[src/rtl/ac_line_cfg_pkg.sv]
// Constants and types for the ac line and soft start configuration block
package ac_line_cfg_pkg;

  localparam logic [15:0] ADDR_THR_SET    = 16'hFE25;
  localparam logic [15:0] ADDR_THR_READ   = 16'hFE26;
  localparam logic [15:0] ADDR_MIN_PERIOD = 16'hFE27;
  localparam logic [15:0] ADDR_MAX_PERIOD = 16'hFE28;
  localparam logic [15:0] ADDR_GAIN_LOW   = 16'hFE29;
  localparam logic [15:0] ADDR_ZERO_LOW   = 16'hFE2A;
  localparam logic [15:0] ADDR_GAIN_HIGH  = 16'hFE2B;
  localparam logic [15:0] ADDR_ZERO_HIGH  = 16'hFE2C;
  localparam logic [15:0] ADDR_SOFT_START = 16'hFE2D;

  localparam logic [7:0] RST_THR_SET    = 8'h80;
  localparam logic [7:0] RST_MIN_PERIOD = 8'h55;
  localparam logic [7:0] RST_MAX_PERIOD = 8'h99;
  localparam logic [7:0] RST_COEF       = 8'h00;
  localparam logic [7:0] RST_SOFT_START = 8'h00;

  localparam int THR_AUTO_BIT  = 7;
  localparam int SS_DELAY_LSB  = 3;
  localparam int SS_DELAY_MSB  = 5;
  localparam int SS_TIME_MSB   = 2;
  localparam logic [7:0] SS_WRITE_MASK = 8'h3F;

  localparam real CLK_PERIOD_NS   = 5.0;
  localparam real PERIOD_UNIT_US  = 163.84;
  localparam real MS_UNIT_MS      = 1.0;
  localparam int  PERIOD_UNIT_CYC = int'(PERIOD_UNIT_US * 1000.0 / CLK_PERIOD_NS);
  localparam int  MS_UNIT_CYC     = int'(MS_UNIT_MS * 1000000.0 / CLK_PERIOD_NS);

  localparam logic [6:0] HIGH_LINE_LEVEL_DFLT = 7'h50;
  // Mid scale start, so a flat input after reset gives no false crossing
  localparam logic [6:0] RST_AUTO_THR         = 7'h3F;

  typedef enum logic [2:0] {
    SS_OFF,
    SS_INRUSH_WAIT,
    SS_START_WAIT,
    SS_RAMP,
    SS_DONE
  } ss_state_type;

  function automatic logic [9:0] soft_start_ms(input logic [2:0] code);
    logic [9:0] ms;
    ms = 10'h070;
    case (code)
      3'h0:    ms = 10'h070;
      3'h1:    ms = 10'h0A8;
      3'h2:    ms = 10'h0E0;
      3'h3:    ms = 10'h118;
      3'h4:    ms = 10'h188;
      3'h5:    ms = 10'h1F8;
      3'h6:    ms = 10'h268;
      3'h7:    ms = 10'h2D8;
      default: ms = 10'h070;
    endcase
    return ms;
  endfunction

endpackage

[src/rtl/line_period_meter.sv]
// Threshold crossing, ac line period measurement and automatic threshold
`timescale 1ns/1ps
module line_period_meter #(
  parameter int TICK_CYCLES = ac_line_cfg_pkg::PERIOD_UNIT_CYC
) (
  input  wire logic       sys_clk,
  input  wire logic       srst,
  input  wire logic [6:0] vinLevel,
  input  wire logic [6:0] threshold,
  input  wire logic [7:0] minPeriod,
  input  wire logic [7:0] maxPeriod,
  output logic            crossing,
  output logic            cycleOk,
  output logic            cycleBad,
  output logic      [7:0] period_ff,
  output logic      [6:0] cyclePeak_ff,
  output logic      [6:0] autoThr_ff
);

  logic        above_ff;
  logic [15:0] tickCnt_ff;
  logic [7:0]  periodCnt_ff;
  logic [6:0]  peak_ff;
  logic [6:0]  trough_ff;
  logic        inRange;
  logic [7:0]  midSum;

  // Rising crossing marks the start of a full line cycle
  assign crossing = (vinLevel >= threshold) && !above_ff;
  assign inRange  = (periodCnt_ff >= minPeriod) && (periodCnt_ff <= maxPeriod);
  assign cycleOk  = crossing && inRange;
  assign cycleBad = crossing && !inRange;
  assign midSum   = {1'b0, peak_ff} + {1'b0, trough_ff};

  always_ff @(posedge sys_clk)
  begin
    if (srst)
      above_ff <= 1'b0;
    else
      above_ff <= (vinLevel >= threshold);
  end

  // Counter saturates so a dead line reads as too long, never wraps short
  always_ff @(posedge sys_clk)
  begin
    if (srst || crossing)
    begin
      tickCnt_ff   <= 16'h0000;
      periodCnt_ff <= 8'h00;
    end
    else if (tickCnt_ff == 16'(TICK_CYCLES - 1))
    begin
      tickCnt_ff <= 16'h0000;
      if (periodCnt_ff != 8'hFF)
        periodCnt_ff <= periodCnt_ff + 8'h01;
    end
    else
      tickCnt_ff <= tickCnt_ff + 16'h0001;
  end

  always_ff @(posedge sys_clk)
  begin
    if (srst)
      period_ff <= 8'h00;
    else if (cycleOk)
      period_ff <= periodCnt_ff;
  end

  always_ff @(posedge sys_clk)
  begin
    if (srst)
    begin
      peak_ff      <= 7'h00;
      trough_ff    <= 7'h7F;
      cyclePeak_ff <= 7'h00;
      autoThr_ff   <= ac_line_cfg_pkg::RST_AUTO_THR;
    end
    else if (crossing)
    begin
      peak_ff      <= vinLevel;
      trough_ff    <= vinLevel;
      cyclePeak_ff <= peak_ff;
      autoThr_ff   <= midSum[7:1];
    end
    else
    begin
      if (vinLevel > peak_ff)
        peak_ff <= vinLevel;
      if (vinLevel < trough_ff)
        trough_ff <= vinLevel;
    end
  end
endmodule

[src/rtl/ac_line_softstart_config.sv]
// Register bank for line threshold, period limits, current loop and soft start
`timescale 1ns/1ps
module ac_line_softstart_config #(
  parameter int         TICK_CYCLES     = ac_line_cfg_pkg::PERIOD_UNIT_CYC,
  parameter int         MS_CYCLES       = ac_line_cfg_pkg::MS_UNIT_CYC,
  parameter logic [6:0] HIGH_LINE_LEVEL = ac_line_cfg_pkg::HIGH_LINE_LEVEL_DFLT
) (
  input  wire logic        sys_clk,
  input  wire logic        srst,
  input  wire logic [15:0] regAddr,
  input  wire logic        regWrite,
  input  wire logic        regRead,
  input  wire logic [7:0]  regWdata,
  output logic      [7:0]  regRdata_ff,
  output logic             regRdValid_ff,
  input  wire logic [6:0]  vinLevel,
  input  wire logic        inputUndervoltage,
  input  wire logic [2:0]  inrushDelayCycles,
  output logic             zeroCross,
  output logic             periodValid,
  output logic             periodInvalid,
  output logic      [7:0]  linePeriod_ff,
  output logic             highLine_ff,
  output logic      [7:0]  gainCoef_ff,
  output logic      [7:0]  zeroCoef_ff,
  output logic             inrushOn_ff,
  output logic             softStartOn_ff,
  output logic             softStartDone_ff
);

  logic [7:0] thrSet_ff;
  logic [7:0] minPeriod_ff;
  logic [7:0] maxPeriod_ff;
  logic [7:0] gainLow_ff;
  logic [7:0] zeroLow_ff;
  logic [7:0] gainHigh_ff;
  logic [7:0] zeroHigh_ff;
  logic [7:0] softStart_ff;

  logic       autoMode;
  logic [6:0] autoThr;
  logic [6:0] thrSelected;
  logic [6:0] cyclePeak;
  logic       cycleOk;

  ac_line_cfg_pkg::ss_state_type state_ff;
  ac_line_cfg_pkg::ss_state_type nxt_state;
  logic [2:0]  cycleCnt_ff;
  logic [2:0]  nxt_cycleCnt;
  logic [17:0] msTickCnt_ff;
  logic [9:0]  msElapsed_ff;
  logic        msTick;
  logic [2:0]  ssDelay;
  logic [9:0]  ssDuration;

  function automatic logic hit(input logic [15:0] addr, input logic [15:0] target);
    return addr == target;
  endfunction

  // Register writes
  always_ff @(posedge sys_clk)
  begin
    if (srst)
    begin
      thrSet_ff    <= ac_line_cfg_pkg::RST_THR_SET;
      minPeriod_ff <= ac_line_cfg_pkg::RST_MIN_PERIOD;
      maxPeriod_ff <= ac_line_cfg_pkg::RST_MAX_PERIOD;
      gainLow_ff   <= ac_line_cfg_pkg::RST_COEF;
      zeroLow_ff   <= ac_line_cfg_pkg::RST_COEF;
      gainHigh_ff  <= ac_line_cfg_pkg::RST_COEF;
      zeroHigh_ff  <= ac_line_cfg_pkg::RST_COEF;
      softStart_ff <= ac_line_cfg_pkg::RST_SOFT_START;
    end
    else if (regWrite)
    begin
      if (hit(regAddr, ac_line_cfg_pkg::ADDR_THR_SET))
        thrSet_ff <= regWdata;
      if (hit(regAddr, ac_line_cfg_pkg::ADDR_MIN_PERIOD))
        minPeriod_ff <= regWdata;
      if (hit(regAddr, ac_line_cfg_pkg::ADDR_MAX_PERIOD))
        maxPeriod_ff <= regWdata;
      if (hit(regAddr, ac_line_cfg_pkg::ADDR_GAIN_LOW))
        gainLow_ff <= regWdata;
      if (hit(regAddr, ac_line_cfg_pkg::ADDR_ZERO_LOW))
        zeroLow_ff <= regWdata;
      if (hit(regAddr, ac_line_cfg_pkg::ADDR_GAIN_HIGH))
        gainHigh_ff <= regWdata;
      if (hit(regAddr, ac_line_cfg_pkg::ADDR_ZERO_HIGH))
        zeroHigh_ff <= regWdata;
      // Reserved bits stay zero so readback never shows stale writes
      if (hit(regAddr, ac_line_cfg_pkg::ADDR_SOFT_START))
        softStart_ff <= regWdata & ac_line_cfg_pkg::SS_WRITE_MASK;
    end
  end

  // Register reads; unmapped offsets answer zero
  always_ff @(posedge sys_clk)
  begin
    if (srst)
    begin
      regRdata_ff   <= 8'h00;
      regRdValid_ff <= 1'b0;
    end
    else
    begin
      regRdValid_ff <= regRead;
      if (regRead)
      begin
        if (hit(regAddr, ac_line_cfg_pkg::ADDR_THR_SET))
          regRdata_ff <= thrSet_ff;
        else if (hit(regAddr, ac_line_cfg_pkg::ADDR_THR_READ))
          regRdata_ff <= {1'b0, autoMode ? autoThr : 7'h00};
        else if (hit(regAddr, ac_line_cfg_pkg::ADDR_MIN_PERIOD))
          regRdata_ff <= minPeriod_ff;
        else if (hit(regAddr, ac_line_cfg_pkg::ADDR_MAX_PERIOD))
          regRdata_ff <= maxPeriod_ff;
        else if (hit(regAddr, ac_line_cfg_pkg::ADDR_GAIN_LOW))
          regRdata_ff <= gainLow_ff;
        else if (hit(regAddr, ac_line_cfg_pkg::ADDR_ZERO_LOW))
          regRdata_ff <= zeroLow_ff;
        else if (hit(regAddr, ac_line_cfg_pkg::ADDR_GAIN_HIGH))
          regRdata_ff <= gainHigh_ff;
        else if (hit(regAddr, ac_line_cfg_pkg::ADDR_ZERO_HIGH))
          regRdata_ff <= zeroHigh_ff;
        else if (hit(regAddr, ac_line_cfg_pkg::ADDR_SOFT_START))
          regRdata_ff <= softStart_ff;
        else
          regRdata_ff <= 8'h00;
      end
    end
  end

  // Threshold source selection
  assign autoMode    = thrSet_ff[ac_line_cfg_pkg::THR_AUTO_BIT];
  assign thrSelected = autoMode ? autoThr : thrSet_ff[6:0];

  line_period_meter #(
    .TICK_CYCLES (TICK_CYCLES)
  ) u_meter (
    .sys_clk      (sys_clk),
    .srst         (srst),
    .vinLevel     (vinLevel),
    .threshold    (thrSelected),
    .minPeriod    (minPeriod_ff),
    .maxPeriod    (maxPeriod_ff),
    .crossing     (zeroCross),
    .cycleOk      (cycleOk),
    .cycleBad     (periodInvalid),
    .period_ff    (linePeriod_ff),
    .cyclePeak_ff (cyclePeak),
    .autoThr_ff   (autoThr)
  );

  assign periodValid = cycleOk;

  // Class changes only on an accepted cycle so coefficients never swap mid-cycle
  always_ff @(posedge sys_clk)
  begin
    if (srst)
      highLine_ff <= 1'b0;
    else if (cycleOk)
      highLine_ff <= (cyclePeak >= HIGH_LINE_LEVEL);
  end

  always_ff @(posedge sys_clk)
  begin
    if (srst)
    begin
      gainCoef_ff <= ac_line_cfg_pkg::RST_COEF;
      zeroCoef_ff <= ac_line_cfg_pkg::RST_COEF;
    end
    else if (highLine_ff)
    begin
      gainCoef_ff <= gainHigh_ff;
      zeroCoef_ff <= zeroHigh_ff;
    end
    else
    begin
      gainCoef_ff <= gainLow_ff;
      zeroCoef_ff <= zeroLow_ff;
    end
  end

  // Inrush and soft start sequencing
  assign ssDelay    = softStart_ff[ac_line_cfg_pkg::SS_DELAY_MSB:ac_line_cfg_pkg::SS_DELAY_LSB];
  assign ssDuration = ac_line_cfg_pkg::soft_start_ms(softStart_ff[ac_line_cfg_pkg::SS_TIME_MSB:0]);
  assign msTick     = (state_ff == ac_line_cfg_pkg::SS_RAMP) &&
                      (msTickCnt_ff == 18'(MS_CYCLES - 1));

  always_comb
  begin
    nxt_state    = state_ff;
    nxt_cycleCnt = cycleCnt_ff;
    case (state_ff)
      ac_line_cfg_pkg::SS_OFF:
      begin
        nxt_cycleCnt = 3'h0;
        if (!inputUndervoltage)
          nxt_state = ac_line_cfg_pkg::SS_INRUSH_WAIT;
      end
      ac_line_cfg_pkg::SS_INRUSH_WAIT:
      begin
        if (cycleCnt_ff == inrushDelayCycles)
        begin
          nxt_state    = ac_line_cfg_pkg::SS_START_WAIT;
          nxt_cycleCnt = 3'h0;
        end
        else if (cycleOk)
          nxt_cycleCnt = cycleCnt_ff + 3'h1;
      end
      ac_line_cfg_pkg::SS_START_WAIT:
      begin
        if (cycleCnt_ff == ssDelay)
        begin
          nxt_state    = ac_line_cfg_pkg::SS_RAMP;
          nxt_cycleCnt = 3'h0;
        end
        else if (cycleOk)
          nxt_cycleCnt = cycleCnt_ff + 3'h1;
      end
      ac_line_cfg_pkg::SS_RAMP:
      begin
        if (msTick && (msElapsed_ff == ssDuration - 10'h001))
          nxt_state = ac_line_cfg_pkg::SS_DONE;
      end
      ac_line_cfg_pkg::SS_DONE:
        nxt_state = ac_line_cfg_pkg::SS_DONE;
      default:
        nxt_state = ac_line_cfg_pkg::SS_OFF;
    endcase
    // Undervoltage aborts any stage and restarts the sequence
    if (inputUndervoltage)
    begin
      nxt_state    = ac_line_cfg_pkg::SS_OFF;
      nxt_cycleCnt = 3'h0;
    end
  end

  always_ff @(posedge sys_clk)
  begin
    if (srst)
    begin
      state_ff    <= ac_line_cfg_pkg::SS_OFF;
      cycleCnt_ff <= 3'h0;
    end
    else
    begin
      state_ff    <= nxt_state;
      cycleCnt_ff <= nxt_cycleCnt;
    end
  end

  // Millisecond timebase runs only while ramping
  always_ff @(posedge sys_clk)
  begin
    if (srst || (state_ff != ac_line_cfg_pkg::SS_RAMP))
    begin
      msTickCnt_ff <= 18'h00000;
      msElapsed_ff <= 10'h000;
    end
    else if (msTick)
    begin
      msTickCnt_ff <= 18'h00000;
      msElapsed_ff <= msElapsed_ff + 10'h001;
    end
    else
      msTickCnt_ff <= msTickCnt_ff + 18'h00001;
  end

  always_ff @(posedge sys_clk)
  begin
    if (srst)
    begin
      inrushOn_ff      <= 1'b0;
      softStartOn_ff   <= 1'b0;
      softStartDone_ff <= 1'b0;
    end
    else
    begin
      inrushOn_ff      <= (nxt_state == ac_line_cfg_pkg::SS_START_WAIT) ||
                          (nxt_state == ac_line_cfg_pkg::SS_RAMP) ||
                          (nxt_state == ac_line_cfg_pkg::SS_DONE);
      softStartOn_ff   <= (nxt_state == ac_line_cfg_pkg::SS_RAMP);
      softStartDone_ff <= (nxt_state == ac_line_cfg_pkg::SS_DONE);
    end
  end
endmodule

[config.mk]
export PLATFORM = sky130hd
export DESIGN_NAME = ac_line_softstart_config
export DESIGN_NICKNAME = d
export VERILOG_FILES = /design/src/rtl/ac_line_cfg_pkg.sv /design/src/rtl/line_period_meter.sv /design/src/rtl/ac_line_softstart_config.sv
export SDC_FILE = /design/constraint.sdc
export NUM_CORES = 1
export LEC_CHECK = 0
export ABC_AREA = 1
export BUFFER_PORTS_ARGS = -buffer_cell sky130_fd_sc_hd__buf_2
export CAP_MARGIN = 0
export CORE_MARGIN = 2
export CORE_UTILIZATION = 30
export DETAILED_ROUTE_END_ITERATION = 7
export MAX_ROUTING_LAYER = met4
export PLACE_DENSITY_LB_ADDON = 0.3
export SETUP_SLACK_MARGIN = 0.05
export SYNTH_ARGS = -nofsm -noshare
export SYNTH_HDL_FRONTEND = slang
export SYNTH_SLANG_ARGS = --single-unit
[constraint.sdc]
create_clock -name sys_clk -period 4.7 [get_ports sys_clk]
set_input_delay 0.94 -clock sys_clk [delete_from_list [all_inputs] [get_ports sys_clk]]
set_output_delay 0.94 -clock sys_clk [all_outputs]
set_load 0.005 [all_outputs]
==> reports/results.txt, run 1 <==
The run finished with clean final reports. The count of cell types in the netlist was 51. After clock tree synthesis, the clock-pin slew on the worst setup and hold paths is 0.07 ns.

Once the clock tree was built, the resizer swapped 0 gates to a different size. On the critical path, the stage with the largest delay is an instance of sky130_fd_sc_hd__dfxtp_1. The mapped netlist covers 9600 um^2.

The weighted congestion reported at the end of routability-driven placement is 0.835. The average wire per cell in the routed design is 13.9 um. In this run the tightest slew margin relative to its limit is 46.7%. Type of the tightest min-delay check: register to register.

The average size of a mapped cell was 7.50 um^2; the share of final-layout standard cells stronger than drive strength 1 was 13.8%. Leaving out fill and tap cells, the most frequent cells in the layout are sky130_fd_sc_hd__nand2_1 (209), sky130_fd_sc_hd__dfxtp_1 (189), sky130_fd_sc_hd__inv_1 (156). The HPWL after detailed placement is 18300 um. Ranked by flip-flop count, first place goes to msTickCnt_ff. The net count of the finished layout is 1437. The initial core utilization is 30.4%.

Final count of hold timing violations: 0. For this block, the routed nets add up to 24400 um of wire. Vertical die dimension: 183 um. The tree is rooted in a sky130_fd_sc_hd__clkbuf_16. The end point of the most critical hold path is u_meter.tickCnt_ff[0]$_SDFF_PP0_. The flop-to-flop setup slack was 1.57 ns; the delay of the slowest cell on the worst path was 0.61 ns.

CTS saw 189 sinks. Gate count of the mapped netlist: 1281. For this design the ratio of total power to cell area is 345 nW/um^2. Clock latency on the worst-skew pair, taken at its later pin, is 0.44 ns. The post-placement setup slack is 1.19 ns, and the multi-input logic area is 5000 um^2. Along the worst path, the maximum fanout reaches 18. The worst setup path is captured at a primary output.

For the number of max-slew violations in the final report, the log shows 0. The largest delay contributor family on the critical path is flip-flops. The share of total power consumed by net switching came out at 29.0%. In this run, synthesis produced a sequential element count of 189.

The number of buffer and inverter stages on the critical path works out to 3. The run gives 1.10 mW as the power spent charging and discharging nets. The first global-routing pass estimated 40300 um of wire. The sequential-to-total area share from yosys stat was 39.4%.

The initial antenna violation count was 0; the fraction of registers with async set or reset after synthesis was 0%. The global routing usage summed across all routing layers was 15.5%; the total clock buffers created by CTS was 17. The internal portion of the total power is 2.69 mW. For this run, the leading register cell type out of synthesis is sky130_fd_sc_hd__dfxtp_1. The floorplan row count is 65, and the maximum level of the CTS H-tree is 4.

The largest registers in the layout are msTickCnt_ff (18), u_meter.tickCnt_ff (16), msElapsed_ff (10). The clock share of power was 40.9%; the worst endpoint data arrival time was 2.85 ns. The tools report the peak ir drop on the vdd network as 263 uV. For this run, design rule violations remaining after detail routing come to 0. Across the whole layout, storage elements account for 3780 um^2.

The area share of the largest cell type after synthesis is 39.4%, and the part of the power in combinational logic is 13.9%. The critical path goes through inv_1, a21oi_1, ha_1, a21oi_1, o21a_1, nand3_1, nand2_1, nor2_2, buf_4, buf_2. The share of total power dissipated in sequential elements is 45.2%. On the final layout, the worst clock skew is 0.0102 ns. For the number of inserted diodes, the log shows 0. The number of antenna-violating nets in the routed design is 0, and the post-layout worst setup margin is 0.908 ns. Leaving out fill and tap cells, the most frequent cell in the layout is sky130_fd_sc_hd__nand2_1.

The total area inside the core boundary comes to 31600 um^2. Using the TritonRoute via totals, the vias-per-cell ratio works out to 4.79. Setup repair after global routing left no endpoint under its margin. The register with the most flip-flops in the layout has 18 of them. The length of the first detailed-routing pass in iterations is 5. TritonCTS built the clock tree. The area overhead of the layout relative to synthesis was 14.5%; the vias after detailed routing was 8439.

For the pin with the worst max-slew slack, the measured transition is 0.799 ns. The cell depth of the worst min-delay path was 1. The startpoint identified for the worst register-to-register timing path is thrSet_ff[7]$_SDFFE_PP1P_.

The ratio of final minimum period to clock period works out to 80.7%. The tools report the total setup buffers inserted after CTS as 0. After filler insertion, the fill cell instance count of the layout stands at 3377. In this run the horizontal extent of the chip is 183 um. The tools report the critical path startpoint category as a register. The total overflow left after global routing is 0. The maximum clock frequency was 0.264 GHz; the final critical-path required period was 3.79 ns. The number of global-route vias before repair is 7910, and the number of port buffers is 78.

For this design the static power due to leakage is 4.71 nW. The die covers 33500 um^2. The number of cells on the worst reg-to-reg path is 11.

The total negative slack came out at 0 ns. The number of buffers on the longest clock path came out at 2. The total of max-cap violations was 0. In this run the critical register-to-register path is captured at u_meter.tickCnt_ff[11]$_SDFF_PP0_. Yosys mapped a number of flops with a built-in enable equal to 0. The cell that appears most often on the critical path is sky130_fd_sc_hd__a21oi_1. Counting every net in the synthesized netlist gives 1373. In this run the most critical hold path is launched from u_meter.tickCnt_ff[0]$_SDFF_PP0_. The I/O pin total was 79; the final cell utilization of the core was 34.8%. By area the synthesized netlist is led by sky130_fd_sc_hd__dfxtp_1 (39%), sky130_fd_sc_hd__nand2_1 (8.2%), sky130_fd_sc_hd__a21oi_1 (7.1%). During synthesis, Yosys emitted a total of 0 warnings. Data on the critical path is required at its endpoint by 3.76 ns. The setup path with the least slack is of type register to primary output. For the overall power consumption, the log shows 3.79 mW. Setup violations remaining at the end of the flow were counted as 0.

Entering global routing, the biggest net connects 83 pins. For this block, the initial DRC count from the detailed router was 413. Buffers inserted to repair hold after CTS numbered 0. The synthesized design spends more area on one cell type than any other, namely sky130_fd_sc_hd__dfxtp_1.
[cell families (layout without fill, tap and decap cells)]
group	Yosys count	in the layout	share of synthesized area, %
flops	189	189	39.4
fa+ha+maj	53	53	6.98
xor+xnor	31	31	2.83
buf+inv	211	288	8.56
simple gates	507	507	26.0
compound gates	290	290	16.2
[through the flow]
step / instance area, um^2 / instances / hold WS [ns]
floorplan: 9600 / 1281 / 0.418
global placement: 10400 / 1728 / 0.429
detailed placement: 10400 / 1728 / 0.447
CTS: 11000 / 1760 / 0.458
global route: 11000 / 1760 / 0.470
finish: 11000 / 1760 / 0.451
[worst reg2reg max path: stages, from the launching register on]
cell,delay [ns]
sky130_fd_sc_hd__dfxtp_1,0.61
sky130_fd_sc_hd__inv_1,0.20
sky130_fd_sc_hd__a21oi_1,0.25
sky130_fd_sc_hd__ha_1,0.30
sky130_fd_sc_hd__a21oi_1,0.13
sky130_fd_sc_hd__o21a_1,0.14
sky130_fd_sc_hd__nand3_1,0.10
sky130_fd_sc_hd__nand2_1,0.28
sky130_fd_sc_hd__nand2_1,0.30
sky130_fd_sc_hd__inv_1,0.14
sky130_fd_sc_hd__nand2_1,0.31
sky130_fd_sc_hd__nor3b_1,0.29
[final cells by class]
class | instances | share of cell area [%]
flip-flops and latches | 189 | 34.4
clock buffers | 18 | 4.00
repair buffers | 83 | 3.89
inverters | 173 | 5.91
clock inverters | 14 | 1.75
multi-input cells | 881 | 45.5
well taps | 402 | 4.58
[cell usage after synthesis (2+ instances only)]
master                     number
sky130_fd_sc_hd__nand2_1      209
sky130_fd_sc_hd__dfxtp_1      189
sky130_fd_sc_hd__inv_1        157
sky130_fd_sc_hd__a21oi_1      137
sky130_fd_sc_hd__nor2_1       115
sky130_fd_sc_hd__o21ai_0      101
sky130_fd_sc_hd__nand3_1       68
sky130_fd_sc_hd__ha_1          52
sky130_fd_sc_hd__nand4_1       26
sky130_fd_sc_hd__clkbuf_1      24
sky130_fd_sc_hd__nor3_1        23
sky130_fd_sc_hd__xor2_1        20
sky130_fd_sc_hd__a31oi_1       15
sky130_fd_sc_hd__inv_2         14
sky130_fd_sc_hd__nor2_2        11
sky130_fd_sc_hd__xnor2_1       11
sky130_fd_sc_hd__o211ai_1      10
sky130_fd_sc_hd__buf_2          9
sky130_fd_sc_hd__a211oi_1       8
sky130_fd_sc_hd__nor2_4         7
sky130_fd_sc_hd__nor3_2         7
sky130_fd_sc_hd__o21ai_1        7
sky130_fd_sc_hd__nand2_4        5
sky130_fd_sc_hd__nor3b_1        5
sky130_fd_sc_hd__or2_2          5
sky130_fd_sc_hd__nand2_2        4
sky130_fd_sc_hd__nor4_1         4
sky130_fd_sc_hd__buf_4          3
sky130_fd_sc_hd__nor3_4         3
sky130_fd_sc_hd__o21a_1         3
sky130_fd_sc_hd__a211oi_2       2
sky130_fd_sc_hd__a221oi_1       2
sky130_fd_sc_hd__clkinv_1       2
sky130_fd_sc_hd__nand3_2        2
sky130_fd_sc_hd__nand4_4        2
sky130_fd_sc_hd__nor2_8         2
sky130_fd_sc_hd__nor4_4         2
sky130_fd_sc_hd__o21bai_1       2
[worst max path at each step]
stage | start | slack, ns | cells past startpoint | endpoint
final | thrSet_ff[7]$_SDFFE_PP1P_ | 0.91 | 10 | periodValid
after global routing | thrSet_ff[7]$_SDFFE_PP1P_ | 0.63 | 11 | periodValid
after CTS | thrSet_ff[7]$_SDFFE_PP1P_ | 0.85 | 10 | periodValid
after detailed placement | vinLevel[2] | 1.19 | 10 | periodValid
after global placement | vinLevel[2] | 1.19 | 10 | periodValid
after floorplan | vinLevel[2] | 1.58 | 9 | periodInvalid
[routing by layer]
| metal | vias up | part of all wire, % | track usage, % |
|---|---|---|---|
| met5 | - | 0 | - |
| met2 | 179 | 47 | 25.5 |
| li1 | 4381 | - | - |
| met1 | 3860 | 47 | 19.7 |
| met3 | 19 | 4.5 | 2.50 |
| met4 | 0 | 1.4 | 4.32 |
[power groups by stage]
| stage | combinational (mW) | clock (mW) | sequential [mW] |
|---|---|---|---|
| 4_1_cts | 0.536 | 1.60 | 1.71 |
| 2_1_floorplan | 0.395 | 0 | 1.74 |
| 3_5_place_dp | 0.535 | 0 | 1.75 |
| 3_3_place_gp | 0.523 | 0 | 1.75 |
| 5_1_grt | 0.612 | 1.66 | 1.72 |
| 6_report | 0.527 | 1.55 | 1.71 |
No activity file was read; power rests on OpenSTA's default activity.
==> inputs of run 2 (changes only) <==
ABC_AREA = 0   (was 1)
clock period = 3.1 ns   (was 4.7 ns; I/O delays follow)
==> run 2 against run 1 <==
Effect of this change:
- core utilization increased by 0.87 points
- combinational power grew to 2.7 times the previous value
- non-clock buffer count up 34
- count of clock-buffer cells in the layout decreased by 1
- critical path depth fell by 1
- final cell count fell by 7.8%
- first-iteration DRC count grew 36%
- via count fell by 2.1%
- area after synthesis up 0.68%
- clock power increased by 46%
- hold slack got worse by 0.012 ns
- setup slack got worse by 0.75 ns
- highest routed layer unchanged
==> reports/results.txt, run 2 <==
The flow ran to the end, and the final reports show no timing, DRC or antenna violations. Register bit total from synthesis: 189 (unchanged). The width of the die was 184 um (+0.33%). The run gives 560 (+36%) as the iteration-0 DRC count of the detailed router.

The number of nets in the final layout came out at 1300 (-9.5%). The endpoint identified for the worst register-to-register timing path is u_meter.trough_ff[3]$_SDFFE_PP1P_. The share of total power consumed by net switching works out to 32.2% (+3.2 points).

The count of cell types in the netlist came out at 78 (+53%). The count of warnings emitted by yosys was 0 (unchanged); the total of max-cap violations was 0 (unchanged). Setup repair after global routing left no endpoint under its margin. The core region area is 31600 um^2 (+0.26%), and the number of antenna-violating nets in the routed design is 0 (unchanged). The power density normalized to cell area was 561 nW/um^2 (+63%); the area of the mapped netlist was 9670 um^2 (+0.68%). The tools report the global routing usage summed across all routing layers as 16.5% (+0.99 points).

The most used flip-flop cell after synthesis was sky130_fd_sc_hd__dfxtp_1. TritonCTS built the clock tree. The logs give 0 (unchanged) for the number of inserted diodes and 4 (unchanged) for the maximum level of the CTS H-tree. The endpoint required time on the critical path is 2.48 ns (-1.28 ns).

The worst register-to-register path begins at thrSet_ff[7]$_SDFFE_PP1P_. The number of clock sinks was 189 (unchanged); the leakage power total was 4.48 nW (-5.0%). The critical path is of the register to primary output type. The via-per-instance ratio was 5.09 (+6.2%); the global-route wire length before repair was 42600 um (+5.6%).

The logs give 0 (unchanged) for the total global routing overflow and 0.340 GHz for the maximum clock frequency. Ratio of final minimum period to clock period: 94.8%. STA classifies the critical path endpoint as a primary output. The vertical die dimension works out to 184 um (+0.33%). The sequential fraction of design power is 42.1% (-3.1 points). The logs give 0 (unchanged) for the number of max-slew violations in the final report and 22.2% (+8.3 points) for the part of the power in combinational logic. Clock share of power: 35.7% (-5.2 points).

The length of routed met2 wiring came out at 12500 um (+7.7%). The detailed placement HPWL is 19400 um (+5.7%). The root buffer cell chosen for the clock tree is sky130_fd_sc_hd__clkbuf_16. The largest registers in the layout are msTickCnt_ff (18), u_meter.tickCnt_ff (16), msElapsed_ff (10). Clock insertion delay at the later pin of the skew report: 0.45 ns (about the same).

The run gives 0 (unchanged) as the number of failing setup endpoints in the final timing report. The logs give 4.29 mW (+60%) for the internal power consumption and 35.7% (+0.87 points) for the final cell utilization of the core. The most common cell in the synthesized netlist is sky130_fd_sc_hd__dfxtp_1.

The number of port buffers works out to 78 (unchanged). The total clock buffers created by CTS is 17 (unchanged), and the flip-flop count of the largest register, all copies and words added is 18 (unchanged). The initial core utilization was 30.6% (+0.13 points). The average wire per cell in the routed design is 16.4 um (+18%), and the number of cell instances on the worst register-to-register path is 9 (-2). The run gives 1582 (-8.4%) as the number of cells in the design after placement. In the layout the commonest cells are sky130_fd_sc_hd__dfxtp_1 (187), sky130_fd_sc_hd__nor2_1 (134), sky130_fd_sc_hd__nand2_1 (130). The tools report the floorplan row count as 65 (unchanged). The I/O pin total is 79 (unchanged). The number of standard cells in the final layout excluding fillers was 1623 (-7.8%).

The run gives 1129 (-12%) as the gate count of the mapped netlist. The run gives 5 (unchanged) as the length of the first detailed-routing pass in iterations. The register bank with the most flops is msTickCnt_ff. For the initial antenna violation count, the log shows 0 (unchanged). The tools report the worst setup path endpoint as periodInvalid. The top fanout value on the critical path is 7 (-11). The type of the tightest min-delay check is primary input to register.

The worst-case hold slack is 0.439 ns (-0.0125 ns), and the CTS clock-pin slew for the worst setup and hold paths is 0.08 ns (about the same). For the final count of hold timing violations, the log shows 0 (unchanged). The run gives 2 (unchanged) as the number of buffers on the longest clock path.

The total nets after synthesis came out at 1221 (-11%). In the synthesized netlist, the cells that appear most often are sky130_fd_sc_hd__dfxtp_1 (189), sky130_fd_sc_hd__nor2_1 (134), sky130_fd_sc_hd__nand2_1 (131). The most common library cell in the layout ignoring fill and taps is sky130_fd_sc_hd__dfxtp_1. The average size of a mapped cell was 8.56 um^2 (+14%); the share of final-layout standard cells stronger than drive strength 1 was 15.9% (+2.1 points).

The tools report the total negative slack as 0 ns (unchanged). The worst setup path startpoint was thrSet_ff[7]$_SDFFE_PP1P_. The biggest area contributor in the post-synthesis netlist is sky130_fd_sc_hd__dfxtp_1. The topmost layer with routed signal wires was met4. Ranked by total cell area, the synthesized netlist is headed by sky130_fd_sc_hd__dfxtp_1 (39%), sky130_fd_sc_hd__ha_1 (6.7%), sky130_fd_sc_hd__mux2i_1 (5.4%).

The fraction of registers with async set or reset after synthesis was 0% (unchanged); the flop-to-flop setup slack was 0.64 ns (-0.93 ns). The aggregate routed wire length is 26600 um (+9.0%), and the slew at the pin closest to its max-slew limit is 1.14 ns (+0.336 ns). The run gives 39.1% (-0.27 points) as the sequential-to-total area share from yosys stat.

The logs give 409 uV (+55%) for the peak ir drop on the vdd network and 6.33 mW (+67%) for the overall power consumption. The die footprint is 33700 um^2 (+0.66%). The worst path needs 2.94 ns of the cycle, external delays included. The number of global-route vias before repair was 7881 (-0.37%); the largest clock skew in the final design was 0.0113 ns (+0.00112 ns). The tools report the vias after detailed routing as 8265 (-2.1%). The tools report the detailed-routed wire length on met3 as 1140 um (+4.7%). Number of remaining DRC errors: 0 (unchanged). The area share of the largest cell type after synthesis was 39.1% (-0.27 points). The worst endpoint data arrival time was 2.32 ns (-0.53 ns).

The number of flops mapped to enable cells by yosys was 0 (unchanged); the area overhead of the layout relative to synthesis was 16.8%. The logs give 0.867 (+3.8%) for the weighted congestion reported at the end of routability-driven placement and 12400 um (+8.9%) for the met1 layer wirelength in the final routing. The power spent charging and discharging nets is 2.04 mW (+85%), and the pin count of the biggest net entering global routing is 42 (-49%). Critical path startpoint category: a register. The logs give 24.0% (-23 points) for the worst slew margin relative to its limit and 0 (unchanged) for the number of buffers inserted by hold repair at cts.
[run 2: cell count changes after synthesis, sizes merged, moves of 10 or more]
cell    change
nor3       -17
clkbuf     +17
xnor2      +24
mux2i      +52
o22ai      +10
nand2      -84
o21ai      -78
nand3      -24
and3       +11
o31ai      +12
nor2b      +17
a21oi      -64
inv       -119
[run 2: how the worst min path moves through the flow]
| stage | endpoint | start | cells past startpoint |
|---|---|---|---|
| finish | u_meter.peak_ff[0]$_SDFFE_PP0P_ | vinLevel[0] | 3 |
| global route | u_meter.peak_ff[0]$_SDFFE_PP0P_ | vinLevel[0] | 3 |
| CTS | u_meter.peak_ff[0]$_SDFFE_PP0P_ | vinLevel[0] | 3 |
| detailed placement | u_meter.cyclePeak_ff[5]$_SDFFE_PP0P_ | u_meter.cyclePeak_ff[5]$_SDFFE_PP0P_ | 2 |
| global placement | u_meter.cyclePeak_ff[5]$_SDFFE_PP0P_ | u_meter.cyclePeak_ff[5]$_SDFFE_PP0P_ | 2 |
| floorplan | u_meter.cyclePeak_ff[5]$_SDFFE_PP0P_ | u_meter.cyclePeak_ff[5]$_SDFFE_PP0P_ | 2 |
[run 2: final cells by class]
cell class              instances  area (um^2)
repair buffers                117          693
inverters                      53          199
clock buffers                  17          425
well taps                     402          503
flip-flops and latches        189         3790
fillers                      3273        20300
multi-input cells             830         5520
clock inverters                15          169
[run 2: critical path: stages (launching register included)]
cell and delay (ns):
sky130_fd_sc_hd__dfxtp_4 0.40, sky130_fd_sc_hd__mux2_4 0.32, sky130_fd_sc_hd__ha_4 0.26, sky130_fd_sc_hd__nand2b_4 0.11
sky130_fd_sc_hd__a31oi_2 0.08, sky130_fd_sc_hd__o21ai_2 0.21, sky130_fd_sc_hd__nand2_4 0.12, sky130_fd_sc_hd__buf_6 0.14
sky130_fd_sc_hd__a21oi_2 0.10, sky130_fd_sc_hd__buf_2 0.13
[run 2: logic make-up after synthesis]
logic type / count (synthesis) / synth area share [%]
AO/OA/AOI/OAI: 219 / 15.0
adder cells (fa/ha/maj): 53 / 6.94
multiplexers: 59 / 6.36
buffers and inverters: 110 / 4.50
AND/OR/NAND/NOR: 440 / 22.7
flip-flops: 189 / 39.1
XOR/XNOR: 59 / 5.35
[run 2: layer usage]
layer  GRT usage [%]  vias up
met5               -        -
met4            4.90        0
met3            3.23       37
met2            26.1      155
met1            21.2     3934
li1                -     4139
[run 2: per-stage QoR]
step / worst slack, ns / area, um^2
2_1_floorplan: 0.0711 / 9670
3_3_place_gp: 0.164 / 10600
3_5_place_dp: 0.144 / 10600
4_1_cts: 0.0584 / 11200
5_1_grt: 0.0525 / 11300
6_report: 0.160 / 11300
[run 2: power by group through the flow]
stage	Combinational, mW	Sequential, mW	Clock, mW
after global routing	1.58	2.68	2.43
after floorplan	0.862	2.67	0
after CTS	1.34	2.66	2.31
after detailed placement	1.23	2.72	0
after global placement	1.20	2.72	0
final	1.40	2.66	2.26
[run 2: what timing repair did]
action                     4_1_cts  5_1_grt
buffers inserted                 7        2
setup endpoints to repair        3        3
pin swaps                        4        6
gates resized for setup          8       12
==> inputs of run 3 (changes only) <==
--- a/config.mk
+++ b/config.mk
@@ -9,6 +9,7 @@
 export BUFFER_PORTS_ARGS = -buffer_cell sky130_fd_sc_hd__buf_2
 export CAP_MARGIN = 0
-export CORE_MARGIN = 2
+export CORE_MARGIN = 4
 export CORE_UTILIZATION = 30
+export CTS_CLUSTER_DIAMETER = 200
 export DETAILED_ROUTE_END_ITERATION = 7
 export MAX_ROUTING_LAYER = met4
==> constraint.sdc (replaced) <==
create_clock -name sys_clk -period 3.1 [get_ports sys_clk]
set_input_delay 0.31 -clock sys_clk [delete_from_list [all_inputs] [get_ports sys_clk]]
set_output_delay 0.31 -clock sys_clk [all_outputs]
set_load 0.005 [all_outputs]
==> run 3 against run 2 <==
Effect of this change:
- hold slack got worse by 0.32 ns
- die area increased by 4.4%
- via count decreased by 0.82%
- combinational power decreased by 15%
==> reports/results.txt, run 3 (same netlist as run 2, synthesis figures left out) <==
The flow ran to the end, and the final reports show no timing, DRC or antenna violations. The length of the first detailed-routing pass in iterations is 5 (unchanged). The number of port buffers works out to 78 (unchanged). The capturing point of the worst reg2reg path is cycleCnt_ff[0]$_SDFFE_PP0P_. The vertical die dimension works out to 188 um (+2.2%). The detailed placement HPWL came out at 19000 um (-1.9%). Setup repair after global routing left no endpoint under its margin.

The run gives 0.45 ns (about the same) as the clock insertion delay at the later pin of the skew report. The logs give 469 (-16%) for the iteration-0 DRC count of the detailed router and 0.344 GHz (+1.1%) for the maximum clock frequency. In the layout the commonest cells are sky130_fd_sc_hd__dfxtp_1 (189), sky130_fd_sc_hd__nor2_1 (134), sky130_fd_sc_hd__nand2_1 (130). The final count of hold timing violations is 0 (unchanged). The root buffer cell was sky130_fd_sc_hd__clkbuf_16. The worst endpoint data arrival time is 2.60 ns (+0.28 ns). The most used routing layer is met2. The vias after detailed routing is 8197 (-0.82%). The ratio of final minimum period to clock period is 93.8% (-1.1 points).

For hold timing, the worst endpoint is u_meter.peak_ff[0]$_SDFFE_PP0P_. The power density normalized to cell area works out to 545 nW/um^2 (-2.8%). The tools report the number of antenna-violating nets in the routed design as 0 (unchanged). The share of final-layout standard cells stronger than drive strength 1 was 13.7% (-2.2 points). Via-per-instance ratio: 5.12 (+0.48%).

The top fanout value on the critical path was 26 (+19); the peak ir drop on the vdd network was 415 uV (+1.4%). The run gives 71 (+69%) as the pin count of the biggest net entering global routing. In the final layout, the registers with the most flip-flops are msTickCnt_ff (18), u_meter.tickCnt_ff (16), msElapsed_ff (10). The number of nets in the final layout is 1279 (-1.6%), and the number of failing setup endpoints in the final timing report is 0 (unchanged).

For the final design area excluding fillers, the log shows 11100 um^2 (-2.1%). The total clock buffers created by CTS was 17 (unchanged); the average wire per cell in the routed design was 16.3 um (-0.57%). The run gives 10500 um^2 (-0.74%) as the total placed instance area. Total negative slack: 0 ns (unchanged).

Leaving out fill and tap cells, the most frequent cell in the layout is sky130_fd_sc_hd__dfxtp_1. The met2 track demand over resource is 23.8% (-2.3 points), and the flip-flop count of the largest register, all copies and words added is 18 (unchanged). The worst hold path belongs to the class primary input to register. The run gives 2.94% (-0.29 points) as the global-route track usage on met3. The number of buffers on the longest clock path was 2 (unchanged); the die footprint was 35200 um^2 (+4.4%). The tools report the endpoint required time on the critical path as 2.79 ns (+0.31 ns).

The I/O pin total is 79 (unchanged). The global routing usage summed across all routing layers was 15.1% (-1.4 points). The number of max-slew violations in the final report is 0 (unchanged), and the slew at the pin closest to its max-slew limit is 1.09 ns (-0.0436 ns). The width of the die is 188 um (+2.2%), and the number of remaining DRC errors is 0 (unchanged). Compared with the post-synthesis result, the final layout area differs by 14.3%.

For the total setup buffers inserted after CTS, the log shows 0 (-7). Global-route wire length before repair: 41900 um (-1.6%). The total global routing overflow was 0 (unchanged). The leakage power total is 4.37 nW (-2.3%), and the flop-to-flop setup slack is 0.33 ns (-0.31 ns).

The initial antenna violation count is 0 (unchanged), and the number of inserted diodes is 0 (unchanged). The weighted congestion reported at the end of routability-driven placement was 0.880 (+1.5%). STA classifies the critical path endpoint as a primary output. The number of global-route vias before repair is 7668 (-2.7%), and the final critical-path required period is 2.91 ns (-0.0327 ns). The number of buffers inserted by hold repair at cts came out at 0 (unchanged).

TritonCTS built the clock tree. The total of max-cap violations was 0 (unchanged). The initial core utilization came out at 30.6% (unchanged).

The critical path in this run is classified as register to primary output. The largest clock skew in the final design was 0.0167 ns (+0.00536 ns); the CTS clock-pin slew for the worst setup and hold paths was 0.09 ns (about the same). The number of cell instances on the worst register-to-register path is 9 (unchanged), and the number of clock sinks is 189 (unchanged). The run gives 26.9% (+2.9 points) as the worst slew margin relative to its limit. For the global-route met1 utilization, the log shows 20.3% (-0.92 points). The startpoint of the tightest hold check path is vinLevel[0].

The cell depth of the worst min-delay path came out at 3 (unchanged). For the core region area, the log shows 31600 um^2 (unchanged). The maximum level of the CTS H-tree came out at 4 (unchanged). Register bank with the most flops: msTickCnt_ff.

For the aggregate routed wire length, the log shows 26100 um (-1.9%). In this run the critical register-to-register path is launched from thrSet_ff[7]$_SDFFE_PP1P_. The tools report the critical path startpoint category as a register. The run gives 65 (unchanged) as the floorplan row count.
-- run 3: cell types whose count changed in the layout (fill, tap and decap cells not counted), moves of 2 or more --
cell and change:
sky130_fd_sc_hd__buf_4 -20, sky130_fd_sc_hd__buf_6 -2, sky130_fd_sc_hd__clkinv_2 +2, sky130_fd_sc_hd__dfxtp_1 +2, sky130_fd_sc_hd__ha_1 +2
-- run 3: timing repair --
item	in CTS	in global routing
gates resized for setup	1	4
endpoints found under the setup margin	1	3
gates cloned	0	0
pin swaps	0	0
-- run 3: report_power, final --
group          internal (mW)  switching, mW
clock                   1.07           1.09
sequential              2.55          0.114
combinational          0.457          0.734
-- run 3: stage by stage --
| stage | total power [mW] | std cells | worst slack, ns | util (%) | hold WS (ns) |
|---|---|---|---|---|---|
| 3_3_place_gp | 3.88 | 1570 | 0.337 | 33.1 | 0.446 |
| 3_5_place_dp | 3.90 | 1570 | 0.345 | 33.1 | 0.452 |
| 2_1_floorplan | 3.53 | 1129 | 0.320 | - | 0.433 |
| 4_1_cts | 6.08 | 1602 | 0.0542 | 34.9 | 0.105 |
| 6_report | 6.02 | 1602 | 0.193 | 34.9 | 0.115 |
| 5_1_grt | 6.37 | 1602 | 0.0268 | 34.9 | 0.131 |
-- run 3: how the worst max path moves through the flow --
stage,end,from,slack (ns)
after floorplan,highLine_ff$_SDFFE_PP0P_,thrSet_ff[7]$_SDFFE_PP1P_,0.32
after global placement,cycleCnt_ff[1]$_SDFFE_PP0P_,thrSet_ff[7]$_SDFFE_PP1P_,0.34
after detailed placement,cycleCnt_ff[1]$_SDFFE_PP0P_,thrSet_ff[7]$_SDFFE_PP1P_,0.35
after CTS,zeroCross,thrSet_ff[7]$_SDFFE_PP1P_,0.05
after global routing,zeroCross,thrSet_ff[7]$_SDFFE_PP1P_,0.03
final,zeroCross,thrSet_ff[7]$_SDFFE_PP1P_,0.19
-- run 3: worst max-delay path, stage by stage (launching register included) --
cell	delay [ns]
sky130_fd_sc_hd__dfxtp_1	0.36
sky130_fd_sc_hd__buf_4	0.17
sky130_fd_sc_hd__mux2i_1	0.22
sky130_fd_sc_hd__ha_1	0.27
sky130_fd_sc_hd__a2111oi_1	0.36
sky130_fd_sc_hd__o21ai_1	0.20
sky130_fd_sc_hd__nand2_2	0.14
sky130_fd_sc_hd__inv_2	0.10
sky130_fd_sc_hd__buf_12	0.17
sky130_fd_sc_hd__buf_2	0.14
-- run 3: per-layer routing --
metal | wire length, um | part of all wire [%] | vias up
met1 | 12300 | 47 | 3921
li1 | - | - | 4103
met3 | 1140 | 4.4 | 16
met4 | 246 | 0.94 | 0
met2 | 12400 | 48 | 157
met5 | 0 | 0 | -
-- run 3: area by class of cell --
cell class / instances / area (um^2)
clock inverter: 15 / 144
multi-input combinational: 830 / 5460
timing repair buffer: 96 / 541
fill: 3263 / 20600
tap: 402 / 503
sequential: 189 / 3780
inverter: 53 / 199
clock buffer: 17 / 425
